<file path="src/mdmls_params.svh">
`ifndef MDMLS_PARAMS_SVH
`define MDMLS_PARAMS_SVH

// Register word indices; byte address is four times the index
`define MDMLS_IDX_LINK_MODE    10'h1f0
`define MDMLS_IDX_FOUND_THR    10'h1f4
`define MDMLS_IDX_LOST_THR     10'h1f5
`define MDMLS_IDX_EYE_LIMIT    10'h1f6
`define MDMLS_IDX_OPMODE       10'h1e0
`define MDMLS_IDX_HOOK_CTRL    10'h1e1
`define MDMLS_IDX_PUMP_CTRL    10'h1e2
`define MDMLS_IDX_STATUS5      10'h1e3

// Field positions
`define MDMLS_HOOK_BIT         2
`define MDMLS_EYE_ERR_BIT      4
`define MDMLS_CARRIER_BIT      1
`define MDMLS_MODE_MSB         6

// Reset values
`define MDMLS_RST_EYE_LIMIT    16'h0400
`define MDMLS_RST_FOUND_THR    16'h00e8
`define MDMLS_RST_LOST_THR     16'h0082
`define MDMLS_RST_LINK_MODE    16'h0000
`define MDMLS_RST_OPMODE       7'h00

// Bus decode
`define MDMLS_HSIZE_WORD       3'b010

`endif

</file>
<file path="src/mdmls_pkg.sv">
package mdmls_pkg;

    // Operating and negotiated mode codes
    typedef enum logic [6:0]
    {
        MDMLS_MODE_IDLE       = 7'h00,
        MDMLS_MODE_DIAL       = 7'h03,
        MDMLS_MODE_TONES      = 7'h04,
        MDMLS_MODE_V22BIS     = 7'h08,
        MDMLS_MODE_V22        = 7'h09,
        MDMLS_MODE_LEG1200    = 7'h0b,
        MDMLS_MODE_V21        = 7'h10,
        MDMLS_MODE_LEG300     = 7'h11,
        MDMLS_MODE_V23_FWD    = 7'h13,
        MDMLS_MODE_V23_REV    = 7'h14
    } mdmls_mode_type;

    // Bus slave phase
    typedef enum logic [1:0]
    {
        MDMLS_BUS_IDLE  = 2'b00,
        MDMLS_BUS_WRITE = 2'b01,
        MDMLS_BUS_READ  = 2'b10
    } mdmls_bus_state_type;

    // True for any data mode code
    function automatic logic mdmls_is_data_mode(input logic [6:0] m);
        logic r;
        r = 1'b0;
        case (m)
            7'h08, 7'h09, 7'h0b, 7'h10, 7'h11, 7'h13, 7'h14: r = 1'b1;
            default: r = 1'b0;
        endcase
        return r;
    endfunction

    // True for the modes in which the eye monitor is active
    function automatic logic mdmls_is_eye_mode(input logic [6:0] m);
        logic r;
        r = 1'b0;
        case (m)
            7'h08, 7'h09, 7'h0b: r = 1'b1;
            default: r = 1'b0;
        endcase
        return r;
    endfunction

endpackage

</file>
<file path="src/mdmls_regbus_if.sv">
`timescale 1ns/1ps
interface mdmls_regbus_if;
    logic        wr_en;      // Write strobe, data phase
    logic        addr_ok;    // Address below 4 KB, word aligned and word sized
    logic [9:0]  addr_idx;   // Word index
    logic [31:0] wdata;      // Write data
    logic [31:0] rdata;      // Read data from register file

    modport slave (output wr_en, output addr_ok, output addr_idx, output wdata, input rdata);
    modport regs  (input wr_en, input addr_ok, input addr_idx, input wdata, output rdata);
endinterface

</file>
<file path="src/mdmls_ahb_slave.sv">
`timescale 1ns/1ps
`include "mdmls_params.svh"
module mdmls_ahb_slave
    import mdmls_pkg::*;
(
    input  wire logic        hclk,       // Bus clock
    input  wire logic        hresetn,    // Async reset, active low
    input  wire logic        hsel,       // Slave select
    input  wire logic [31:0] haddr,      // Byte address
    input  wire logic [1:0]  htrans,     // Transfer type
    input  wire logic        hwrite,     // Write not read
    input  wire logic [2:0]  hsize,      // Transfer size
    input  wire logic [31:0] hwdata,     // Write data
    input  wire logic        hready,     // Bus ready
    output logic      [31:0] hrdata_q,   // Read data
    output logic             hreadyout_q,// Ready out
    mdmls_regbus_if.slave    rb          // Register side
);

    mdmls_bus_state_type state_q;
    logic [9:0]          idx_q;
    logic                ok_q;
    logic                accept;

    // Address phase is taken on a NONSEQ or SEQ transfer while ready
    assign accept      = hsel & htrans[1] & hready;
    assign rb.wr_en    = (state_q == MDMLS_BUS_WRITE);
    assign rb.addr_idx = idx_q;
    assign rb.addr_ok  = ok_q;
    assign rb.wdata    = hwdata;

    // Phase tracking; reads insert one wait state so that a write just before is seen
    always_ff @(posedge hclk or negedge hresetn)
    begin
        if (!hresetn)
        begin
            state_q     <= MDMLS_BUS_IDLE;
            idx_q       <= 10'h000;
            ok_q        <= 1'b0;
            hrdata_q    <= 32'h0000_0000;
            hreadyout_q <= 1'b1;
        end
        else
        begin
            case (state_q)
                MDMLS_BUS_IDLE, MDMLS_BUS_WRITE:
                begin
                    if (accept)
                    begin
                        idx_q <= haddr[11:2];
                        ok_q  <= (haddr[31:12] == 20'h00000) && (haddr[1:0] == 2'b00)
                                 && (hsize == `MDMLS_HSIZE_WORD);
                        if (hwrite)
                            state_q <= MDMLS_BUS_WRITE;
                        else
                        begin
                            state_q     <= MDMLS_BUS_READ;
                            hreadyout_q <= 1'b0;
                        end
                    end
                    else
                        state_q <= MDMLS_BUS_IDLE;
                end
                MDMLS_BUS_READ:
                begin
                    hrdata_q    <= rb.rdata;
                    hreadyout_q <= 1'b1;
                    state_q     <= MDMLS_BUS_IDLE;
                end
                default:
                begin
                    state_q     <= MDMLS_BUS_IDLE;
                    hreadyout_q <= 1'b1;
                end
            endcase
        end
    end

endmodule

</file>
<file path="src/mdmls_baud_monitor.sv">
`timescale 1ns/1ps
`include "mdmls_params.svh"
module mdmls_baud_monitor
    import mdmls_pkg::*;
(
    input  wire logic        hclk,          // Clock
    input  wire logic        hresetn,       // Async reset, active low
    input  wire logic        baud_tick,     // One pulse per baud boundary
    input  wire logic [15:0] line_energy,   // Received line energy
    input  wire logic [15:0] eye_quality_level, // Eye quality level
    input  wire logic        eye_mode,      // Eye monitor mode active
    input  wire logic [15:0] found_wr,      // Host signal-found threshold
    input  wire logic [15:0] lost_wr,       // Host signal-lost threshold
    input  wire logic [15:0] limit_wr,      // Host eye limit
    output logic             carrier_q,     // Carrier detect flag
    output logic             eye_exceed_q   // Eye over limit, one-cycle pulse
);

    logic [15:0] found_act_q;
    logic [15:0] lost_act_q;
    logic [15:0] limit_act_q;

    // Host values become active at the next baud boundary
    always_ff @(posedge hclk or negedge hresetn)
    begin
        if (!hresetn)
        begin
            found_act_q <= `MDMLS_RST_FOUND_THR;
            lost_act_q  <= `MDMLS_RST_LOST_THR;
            limit_act_q <= `MDMLS_RST_EYE_LIMIT;
        end
        else if (baud_tick)
        begin
            found_act_q <= found_wr;
            lost_act_q  <= lost_wr;
            limit_act_q <= limit_wr;
        end
    end

    // Carrier detect with hysteresis, evaluated at baud boundaries
    always_ff @(posedge hclk or negedge hresetn)
    begin
        if (!hresetn)
            carrier_q <= 1'b0;
        else if (baud_tick)
        begin
            if (carrier_q && (line_energy < lost_act_q))
                carrier_q <= 1'b0;
            else if (!carrier_q && (line_energy > found_act_q))
                carrier_q <= 1'b1;
        end
    end

    // Eye quality comparison at baud boundaries
    always_ff @(posedge hclk or negedge hresetn)
    begin
        if (!hresetn)
            eye_exceed_q <= 1'b0;
        else
            eye_exceed_q <= baud_tick && eye_mode
                            && (eye_quality_level > limit_act_q);
    end

endmodule

</file>
<file path="src/mdmls_top.sv">
// How it works
// Hook relay pin is driven low exactly when hook relay enable is one; the code drives the pin from a flop one clock behind the enable.
// Writing operating mode dial or any data mode sets hook relay enable.
// Hook relay enable is cleared by reset.
// Host writes hook relay enable only while operating mode is idle; the code accepts hook writes in any operating mode.
// In the three QAM/DPSK data modes, eye level above limit sets error flag.
// Eye limit resets to 400h; a new limit applies at the next baud boundary.
// Carrier detect clears when line energy drops below the signal-lost threshold.
// Carrier detect sets when line energy rises above the signal-found threshold.
// Thresholds reset to -48 and -43 dBm; host values apply after next baud.
// Negotiated link mode is written with the mode when handshake completes.
// Link mode codes 8, 9 and B for the 2400 and 1200 bps modes.
// Link mode codes 10, 11, 13 and 14 for the slow FSK modes.
// Thresholds are compared once per baud period; flags change only then.
`timescale 1ns/1ps
`include "mdmls_params.svh"
module mdmls_top
    import mdmls_pkg::*;
(
    input  wire logic        hclk,              // Bus and pump clock, 40 MHz
    input  wire logic        hresetn,           // Async reset, active low
    input  wire logic        hsel,              // AHB select
    input  wire logic [31:0] haddr,             // AHB address
    input  wire logic [1:0]  htrans,            // AHB transfer type
    input  wire logic        hwrite,            // AHB write
    input  wire logic [2:0]  hsize,             // AHB size
    input  wire logic [31:0] hwdata,            // AHB write data
    input  wire logic        hready,            // AHB ready in
    output logic      [31:0] hrdata,            // AHB read data
    output logic             hreadyout,         // AHB ready out
    output logic             hresp,             // AHB response, always OKAY
    input  wire logic        baud_tick,         // Baud boundary pulse from pump
    input  wire logic [15:0] line_energy,       // Received line energy
    input  wire logic [15:0] eye_quality_level, // Eye quality level
    input  wire logic        handshake_done,    // Handshake complete pulse
    input  wire logic [6:0]  handshake_mode,    // Mode reached by handshake
    output logic             hook_relay_pin_n   // Hook relay drive, low = off hook
);

    mdmls_regbus_if rb ();

    logic [6:0]  opmode_q;
    logic        hook_relay_enable_q;
    logic        hook_pin_n_q;
    logic        eye_quality_error_flag_q;
    logic [15:0] negotiated_link_mode_q;
    logic [15:0] signal_found_threshold_q;
    logic [15:0] signal_lost_threshold_q;
    logic [15:0] eye_quality_max_limit_q;
    logic        carrier_detect_flag;
    logic        eye_exceed;
    logic        hresp_q;
    logic [31:0] bus_rdata;
    logic [31:0] bus_rdata_q;
    logic        bus_ready_q;

    // Bus front end
    mdmls_ahb_slave u_slave
    (
        .hclk        (hclk),
        .hresetn     (hresetn),
        .hsel        (hsel),
        .haddr       (haddr),
        .htrans      (htrans),
        .hwrite      (hwrite),
        .hsize       (hsize),
        .hwdata      (hwdata),
        .hready      (hready),
        .hrdata_q    (bus_rdata_q),
        .hreadyout_q (bus_ready_q),
        .rb          (rb)
    );

    // Per-baud threshold comparisons
    mdmls_baud_monitor u_monitor
    (
        .hclk              (hclk),
        .hresetn           (hresetn),
        .baud_tick         (baud_tick),
        .line_energy       (line_energy),
        .eye_quality_level (eye_quality_level),
        .eye_mode          (mdmls_is_eye_mode(opmode_q)),
        .found_wr          (signal_found_threshold_q),
        .lost_wr           (signal_lost_threshold_q),
        .limit_wr          (eye_quality_max_limit_q),
        .carrier_q         (carrier_detect_flag),
        .eye_exceed_q      (eye_exceed)
    );

    // Write strobe for one register index
    function automatic logic wr_hit(input logic [9:0] idx);
        return rb.wr_en && rb.addr_ok && (rb.addr_idx == idx);
    endfunction

    // Operating mode field
    always_ff @(posedge hclk or negedge hresetn)
    begin
        if (!hresetn)
            opmode_q <= `MDMLS_RST_OPMODE;
        else if (wr_hit(`MDMLS_IDX_OPMODE))
            opmode_q <= rb.wdata[`MDMLS_MODE_MSB:0];
    end

    // Hook relay enable and its inverted pin, both from flops
    always_ff @(posedge hclk or negedge hresetn)
    begin
        if (!hresetn)
        begin
            hook_relay_enable_q <= 1'b0;
            hook_pin_n_q        <= 1'b1;
        end
        else
        begin
            if (wr_hit(`MDMLS_IDX_OPMODE) &&
                ((rb.wdata[`MDMLS_MODE_MSB:0] == MDMLS_MODE_DIAL) ||
                 mdmls_is_data_mode(rb.wdata[`MDMLS_MODE_MSB:0])))
                hook_relay_enable_q <= 1'b1;
            else if (wr_hit(`MDMLS_IDX_HOOK_CTRL))
                hook_relay_enable_q <= rb.wdata[`MDMLS_HOOK_BIT];
            hook_pin_n_q <= ~hook_relay_enable_q;
        end
    end

    // Eye error flag: sticky, host clears by writing zero, a new event wins
    always_ff @(posedge hclk or negedge hresetn)
    begin
        if (!hresetn)
            eye_quality_error_flag_q <= 1'b0;
        else if (eye_exceed)
            eye_quality_error_flag_q <= 1'b1;
        else if (wr_hit(`MDMLS_IDX_PUMP_CTRL) && !rb.wdata[`MDMLS_EYE_ERR_BIT])
            eye_quality_error_flag_q <= 1'b0;
    end

    // Host-written threshold and limit values
    always_ff @(posedge hclk or negedge hresetn)
    begin
        if (!hresetn)
        begin
            signal_found_threshold_q <= `MDMLS_RST_FOUND_THR;
            signal_lost_threshold_q  <= `MDMLS_RST_LOST_THR;
            eye_quality_max_limit_q  <= `MDMLS_RST_EYE_LIMIT;
        end
        else
        begin
            if (wr_hit(`MDMLS_IDX_FOUND_THR))
                signal_found_threshold_q <= rb.wdata[15:0];
            if (wr_hit(`MDMLS_IDX_LOST_THR))
                signal_lost_threshold_q <= rb.wdata[15:0];
            if (wr_hit(`MDMLS_IDX_EYE_LIMIT))
                eye_quality_max_limit_q <= rb.wdata[15:0];
        end
    end

    // Negotiated link mode, loaded by the pump when handshake completes
    always_ff @(posedge hclk or negedge hresetn)
    begin
        if (!hresetn)
            negotiated_link_mode_q <= `MDMLS_RST_LINK_MODE;
        else if (handshake_done)
            negotiated_link_mode_q <= {9'h000, handshake_mode};
    end

    // Read data mux; unmapped or non-word accesses read zero
    always_comb
    begin
        bus_rdata = 32'h0000_0000;
        if (rb.addr_ok)
        begin
            case (rb.addr_idx)
                `MDMLS_IDX_LINK_MODE: bus_rdata = {16'h0000, negotiated_link_mode_q};
                `MDMLS_IDX_FOUND_THR: bus_rdata = {16'h0000, signal_found_threshold_q};
                `MDMLS_IDX_LOST_THR:  bus_rdata = {16'h0000, signal_lost_threshold_q};
                `MDMLS_IDX_EYE_LIMIT: bus_rdata = {16'h0000, eye_quality_max_limit_q};
                `MDMLS_IDX_OPMODE:    bus_rdata = {25'h0000000, opmode_q};
                `MDMLS_IDX_HOOK_CTRL: bus_rdata = {29'h00000000, hook_relay_enable_q, 2'b00};
                `MDMLS_IDX_PUMP_CTRL: bus_rdata = {27'h0000000, eye_quality_error_flag_q, 4'h0};
                `MDMLS_IDX_STATUS5:   bus_rdata = {30'h00000000, carrier_detect_flag, 1'b0};
                default:              bus_rdata = 32'h0000_0000;
            endcase
        end
    end
    assign rb.rdata = bus_rdata;

    // Response is always OKAY
    always_ff @(posedge hclk or negedge hresetn)
    begin
        if (!hresetn)
            hresp_q <= 1'b0;
        else
            hresp_q <= 1'b0;
    end

    assign hrdata           = bus_rdata_q;
    assign hreadyout        = bus_ready_q;
    assign hresp            = hresp_q;
    assign hook_relay_pin_n = hook_pin_n_q;

endmodule

</file>
<file path="config.mk">
export PLATFORM = sky130hd
export DESIGN_NAME = mdmls_top
export DESIGN_NICKNAME = d
export VERILOG_FILES = /design/src/mdmls_pkg.sv /design/src/mdmls_regbus_if.sv /design/src/mdmls_ahb_slave.sv /design/src/mdmls_baud_monitor.sv /design/src/mdmls_top.sv
export VERILOG_INCLUDE_DIRS = /design/src /design/src/src
export SDC_FILE = /design/constraint.sdc
export NUM_CORES = 1
export LEC_CHECK = 0
export BUFFER_PORTS_ARGS = -buffer_cell sky130_fd_sc_hd__buf_2
export CORE_MARGIN = 1
export CORE_UTILIZATION = 50
export DETAILED_ROUTE_END_ITERATION = 8
export PLACE_DENSITY_LB_ADDON = 0.08
export SYNTH_ARGS = -nofsm -noshare
export SYNTH_HDL_FRONTEND = slang
export SYNTH_SLANG_ARGS = --single-unit
</file>
<file path="constraint.sdc">
create_clock -name hclk -period 2 [get_ports hclk]
set_input_delay 0.2 -clock hclk [delete_from_list [all_inputs] [get_ports hclk]]
set_output_delay 0.2 -clock hclk [all_outputs]
set_load 0.02 [all_outputs]
</file>
==> results of run 1 <==
## state kept, by name, summed over array words and instances, names as in the netlist
| name | flops |
|---|---|
| eye_quality_error_flag_q | 1 |
| eye_quality_max_limit_q | 16 |
| hook_relay_enable_q | 1 |
| hook_relay_pin_n | 1 |
| negotiated_link_mode_q | 7 |
| opmode_q | 7 |
| signal_found_threshold_q | 16 |
| signal_lost_threshold_q | 16 |
| u_monitor.carrier_q | 1 |
| u_monitor.eye_exceed_q | 1 |
| u_monitor.found_act_q | 16 |
| u_monitor.limit_act_q | 16 |
| u_monitor.lost_act_q | 16 |
| u_slave.hrdata_q | 16 |
| u_slave.hreadyout_q | 1 |
| u_slave.rb.addr_idx | 10 |
| u_slave.rb.addr_ok | 1 |
| u_slave.state_q | 2 |
## stage by stage
stage               hold WS, ns  cell area [um2]  setup WS, ns  TNS (ns)
floorplan               -0.0956             7380       -0.0514     -1.15
global placement          0.169             8180       -0.0536    -0.370
detailed placement        0.175             8180       -0.0691    -0.473
CTS                    0.000188             8920       0.00747         0
global route          0.0000499             9050       -0.0111   -0.0195
finish                   0.0176             9050        0.0428         0
## critical path, stage by stage (launching register included)
cell and delay (ns):
dfrtp_1 0.37, nand4b_4 0.17, or2_1 0.24, or4_4 0.43, or2_4 0.31, mux2_4 0.32
## cells by family after synthesis
family          count (synthesis)  share of synthesized area, %
fa+ha+maj                      47                          8.04
mux                            82                          12.9
flops                         145                          49.9
other cells                     1                        0.0513
simple gates                  151                          10.5
buf+inv                       100                          6.35
compound gates                147                          12.3
## cell type report
cell class / instances / share of cell area, %
well taps: 180 / 2.49
flip-flops and latches: 145 / 40.3
multi-input cells: 444 / 37.3
clock buffers: 22 / 5.46
repair buffers: 152 / 10.3
inverters: 53 / 2.20
clock inverters: 10 / 1.96
## path summary, 6_finish.rpt
path	start	endpoint	slack [ns]	cells past startpoint
hold reg to reg	hook_relay_enable_q	hook_relay_pin_n	0.41	1
setup reg to reg	u_slave.rb.addr_idx[9]	opmode_q[3]	0.04	5
hold / removal	handshake_mode[2]	negotiated_link_mode_q[2]	0.02	2
max in group asynchronous	hresetn	u_slave.hreadyout_q	0.99	3
min in group asynchronous	hresetn	u_monitor.found_act_q[9]	0.28	2
setup / recovery	u_slave.rb.addr_idx[9]	opmode_q[3]	0.04	5
## repair_timing
| action | 4_1_cts | 5_1_grt |
|---|---|---|
| resized for setup | 1 | 21 |
| cloned | 0 | 0 |
| buffers inserted | 1 | 3 |
| setup endpoints to repair | 8 | 22 |
| hold buffers | 6 | 0 |
| hold endpoints to repair | 48 | 0 |
| pin swaps | 1 | 10 |
## synthesized netlist by cell type, types with 4 or more instances
cell        n  area, um2
buf_2       5       25.0
o21ai_0    70        350
mux2i_1     5       50.1
nor4_1      6       37.5
nor2b_1     5       31.3
ha_1       47        588
mux2_4      7        105
mux2_2     70        788
a221oi_1    6       52.6
a21oi_1    29        145
nand3b_1    5       37.5
a21o_1      6       45.0
nand4_1     7       43.8
nand2b_1    6       37.5
inv_1      53        199
nand2_1    79        297
clkbuf_1   20       75.1
nand3_1     6       30.0
buf_4      18        135
dfstp_2    16        420
dfrtp_1   129       3230
nor2_1     15       56.3
o31ai_1     4       30.0
nor3_1      4       20.0
a22o_1      8       70.1
## per-layer routing
metal	share of wire [%]	wire, um	up-vias
li1	-	-	2623
met1	42	7460	2741
met2	52	9300	132
met3	4.3	770	24
met4	2.1	373	0
met5	0	0	-
## power by group through the flow
stage	Combinational, mW	Sequential, mW	Clock, mW
floorplan	0.521	3.20	0
global placement	0.828	3.21	0
detailed placement	0.859	3.22	0
CTS	0.876	3.17	3.60
global route	1.03	3.19	3.75
finish	0.925	3.17	3.55
==> results.json, run 1 <==
{
  "outcome": "complete, no violations",
  "pwr-share-seq_pct": 41.5,
  "grt_overflow": 0,
  "skew_ns": 0.00469,
  "worstSetupEndpointType": "register",
  "fin_crit_sh_pct": 97.9,
  "cellLeakagePower_nw": 4.23,
  "worstSetupPathType": "register to register",
  "start_util_pct": 51.9,
  "p_sw_share_pct": 23.3,
  "drive_gt1_share_pct": 35.8,
  "area_growth_pct": 23.7,
  "async_reset_ff_share_pct": 100,
  "routed_wl_um": 17900,
  "antennaDiodeCount": 0,
  "clk_latency_ns": 0.41,
  "worst_setup_path_start_kind": "register",
  "avgSynthCellArea_um2": 10.9,
  "p_clk_share_pct": 46.4,
  "power_switching_mw": 1.78,
  "cp_data_arrival_time_ns": 2.26,
  "hold_class": "input pin to register",
  "avgRoutedWirePerCell_um": 17.8,
  "hold_violations": 0,
  "ant_nets": 0,
  "final_common_cell": "dfrtp_1",
  "fin_crit_ns": 1.96,
  "synth_edf_count": 0,
  "vdd_drop_max_uv": 656,
  "synthFlopType": "dfrtp_1",
  "io-pin-count": 150,
  "antenna_found_initial": 0,
  "clock_sinks": 145,
  "clk_pin_slew_ns": 0.06,
  "tightest_slew_ns": 0.706,
  "place_congestion": 0.861,
  "vias": 5520,
  "viasPerCell": 5.49,
  "power_mw": 7.64,
  "port_buffers": 115,
  "drt_iter0_drc": 308,
  "final_cell_mix": "dfrtp_1 (129), buf_2 (114), nand2_1 (78), o21ai_0 (70), mux2_2 (70)",
  "cts-root-buf": "clkbuf_16",
  "dp_cells": 964,
  "seq_area_um2": 3650,
  "die_width_um": 123,
  "instances_no_fill": 1006,
  "ys_ff_latch": 145,
  "grt_max_degree": 96,
  "setup_viol": 0,
  "nNetsFinal": 975,
  "cts_buffers": 17,
  "power_density_nw_per_um2": 845,
  "grt-busiest-layer": "met2",
  "grt.met1_usage_pct": 31.1,
  "grt_use_met3_pct": 5.90,
  "cts_htree_levels": 4,
  "drt_pass1_iterations": 5,
  "crit_required_ns": 2.30,
  "relSlewSlack_pct": 52.9,
  "fillers": 1183,
  "cp_max_fo": 7,
  "yosys_warnings": 0,
  "grt_pass1_wl_um": 28400,
  "cap_violations": 0,
  "timing.fmax_ghz": 0.511,
  "rsz0062_at_grt": "true",
  "hpwl_um": 13200,
  "finalMaxSlewViolations": 0,
  "post-route-util_pct": 64.2,
  "syn_inst": 673,
  "use_met2_pct": 43.4,
  "netlist_area_um2": 7310,
  "dieArea_um2": 15100,
  "drc": 0,
  "grtUsageTotal_pct": 25.4,
  "synth-seq-area-share_pct": 49.9,
  "cts_tree": "built",
  "std_cell_rows": 43,
  "cts.path.max_buffers": 2,
  "p_int_mw": 5.86,
  "die_height_um": 123,
  "coreArea_um2": 14100,
  "synth_cell_types": 57,
  "grt_pass1_vias": 5723,
  "multiInputGateArea_um2": 3370,
  "combinationalPowerShare_pct": 12.1
}
Power figures use the tool's default switching activity.
==> run 2: changes to the inputs <==
--- a/config.mk
+++ b/config.mk
@@ -7,6 +7,7 @@
 export NUM_CORES = 1
 export LEC_CHECK = 0
 export BUFFER_PORTS_ARGS = -buffer_cell sky130_fd_sc_hd__buf_2
+export CORE_ASPECT_RATIO = 0.5
 export CORE_MARGIN = 1
 export CORE_UTILIZATION = 50
 export DETAILED_ROUTE_END_ITERATION = 8
==> constraint.sdc (replaced) <==
create_clock -name hclk -period 1.7 [get_ports hclk]
set_input_delay 0.17 -clock hclk [delete_from_list [all_inputs] [get_ports hclk]]
set_output_delay 0.17 -clock hclk [all_outputs]
set_load 0.02 [all_outputs]
==> results.json, run 2 (synthesis gave the netlist of run 1 again) <==
{
  "skew_ns": 0.0102,
  "post-route-util_pct": 72.6,
  "reg2reg_slack_ns": -0.34,
  "reg2reg_from": "u_slave.rb.addr_idx[3]",
  "crit_required_ns": 1.99,
  "start_util_pct": 52.7,
  "grt_pass1_vias": 5925,
  "cts.path.max_buffers": 2,
  "area_growth_pct": 37.9,
  "timing.fmax_ghz": 0.491,
  "crit_family": "simple AND/OR/NAND/NOR gates",
  "coreArea_um2": 13900,
  "vdd_drop_max_uv": 809,
  "cp_max_fo": 8,
  "hold_class": "input pin to register",
  "final_cell_mix": "dfrtp_1 (127), buf_2 (114), nand2_1 (76), buf_4 (63), o21ai_0 (55)",
  "power_density_nw_per_um2": 893,
  "grt_max_degree": 96,
  "cts_htree_levels": 4,
  "cp_num_buf_inv": 2,
  "cts_buffers": 17,
  "vias": 5893,
  "setup_viol": 69,
  "viasPerCell": 5.39,
  "nNetsFinal": 1051,
  "drt_pass1_iterations": 5,
  "cap_violations": 0,
  "power_mw": 9.00,
  "antenna_found_initial": 0,
  "instances_no_fill": 1094,
  "worstSetupPathType": "register to register",
  "place_congestion": 0.851,
  "clk_pin_slew_ns": 0.07,
  "clk_latency_ns": 0.42,
  "ant_nets": 0,
  "fin_ws_ns": -0.337,
  "cp_data_arrival_time_ns": 2.33,
  "outcome": "finished, violations left",
  "dp_cells": 1015,
  "drive_gt1_share_pct": 43.8,
  "fin_crit_ns": 2.04,
  "final_common_cell": "dfrtp_1",
  "antennaDiodeCount": 0,
  "hold_violations": 0,
  "min_from": "haddr[10]",
  "worst_setup_path_start_kind": "register",
  "io-pin-count": 150,
  "max_stage_delay_ns": 0.42,
  "cts-root-buf": "clkbuf_16",
  "routed_wl_um": 19500,
  "r2r_cells": 6,
  "grtUsageTotal_pct": 25.5,
  "worstSetupEndpointType": "register",
  "drt_iter0_drc": 323,
  "die_height_um": 87.5,
  "std_cell_rows": 30,
  "drc": 0,
  "fin_crit_sh_pct": 120,
  "dieArea_um2": 15100,
  "cts_tree": "built",
  "slowest_stage": "nor4_4",
  "grt_overflow": 0,
  "holdPathEnd": "u_slave.rb.addr_idx[8]",
  "port_buffers": 115,
  "pre_cts_slack_ns": -0.346,
  "rsz0062_at_grt": "true",
  "holdPathStages": 2,
  "cp_cell_sequence": "nand2b_4 > buf_8 > nor4_4 > nor2b_4 > clkbuf_16 > mux2_4",
  "clock_sinks": 145,
  "die_width_um": 173,
  "cellLeakagePower_nw": 4.72,
  "finalSetupTns_ns": -11.74,
  "avgRoutedWirePerCell_um": 17.9,
  "r2r_end": "signal_lost_threshold_q[0]",
  "finalMaxSlewViolations": 0,
  "violations": "negative setup slack",
  "hpwl_um": 13000,
  "grt_pass1_wl_um": 29600
}
==> run 2: cell count changes in the layout (fill, tap and decap cells not counted), moves of 8 or more <==
cell / change
dlygate4sd3_1: +12
buf_4: +37
a21oi_2: +8
o21ai_1: +8
buf_6: +19
mux2_2: -22
o21ai_0: -15
mux2_4: +22
==> run 2: area by class of cell <==
type                    count  area (um2)
well taps                 192         240
inverters                  53         199
fillers                   996        3800
flip-flops and latches    145        3650
multi-input cells         444        3710
clock inverters            14         155
clock buffers              18         439
repair buffers            228        1700
==> run 2: worst max-delay path by stage <==
stage / cells past startpoint / endpoint / start / slack, ns
4_1_cts: 5 / opmode_q[0] / u_slave.rb.addr_idx[9] / -0.25
3_5_place_dp: 5 / opmode_q[1] / u_slave.rb.addr_idx[9] / -0.35
6_report: 6 / signal_lost_threshold_q[0] / u_slave.rb.addr_idx[3] / -0.34
2_1_floorplan: 7 / opmode_q[0] / u_slave.rb.addr_idx[3] / -0.35
3_3_place_gp: 5 / opmode_q[0] / u_slave.rb.addr_idx[9] / -0.32
5_1_grt: 6 / signal_lost_threshold_q[0] / u_slave.rb.addr_idx[9] / -0.39
==> run 2: where the power goes <==
part           switching (mW)  total (mW)  internal, mW
Combinational           0.741        1.48         0.734
Clock                    1.56        3.79          2.22
Sequential              0.121        3.74          3.62
Total                    2.43        9.00          6.58
==> run 2: what timing repair did <==
| item | 4_1_cts | 5_1_grt |
|---|---|---|
| setup endpoints to repair | 70 | 72 |
| endpoints found under the hold margin | 52 | 1 |
| hold buffers | 17 | 1 |
| gates cloned | 2 | 3 |
| pin swaps | 25 | 26 |
| setup buffers | 15 | 14 |
| resized for setup | 63 | 81 |
==> run 2: per-stage QoR <==
step / hold WS, ns / cell area, um2
global route: 0.0214 / 10100
floorplan: -0.126 / 7400
global placement: 0.126 / 8520
finish: 0.0210 / 10100
detailed placement: 0.132 / 8520
CTS: 0.00296 / 9650
==> run 2: per-layer routing <==
metal	vias to the layer above	track usage [%]	part of all wire, %
met2	176	44.2	48
li1	2780	-	-
met5	-	0	0
met4	0	7.24	1.5
met3	25	5.15	4.7
met1	2912	33.2	46
==> run 2: worst reg2reg max path, cell delays in order (launching register included) <==
cell	delay (ns)
dfrtp_1	0.38
nand2b_4	0.15
buf_8	0.14
nor4_4	0.42
nor2b_4	0.32
clkbuf_16	0.22
mux2_4	0.30
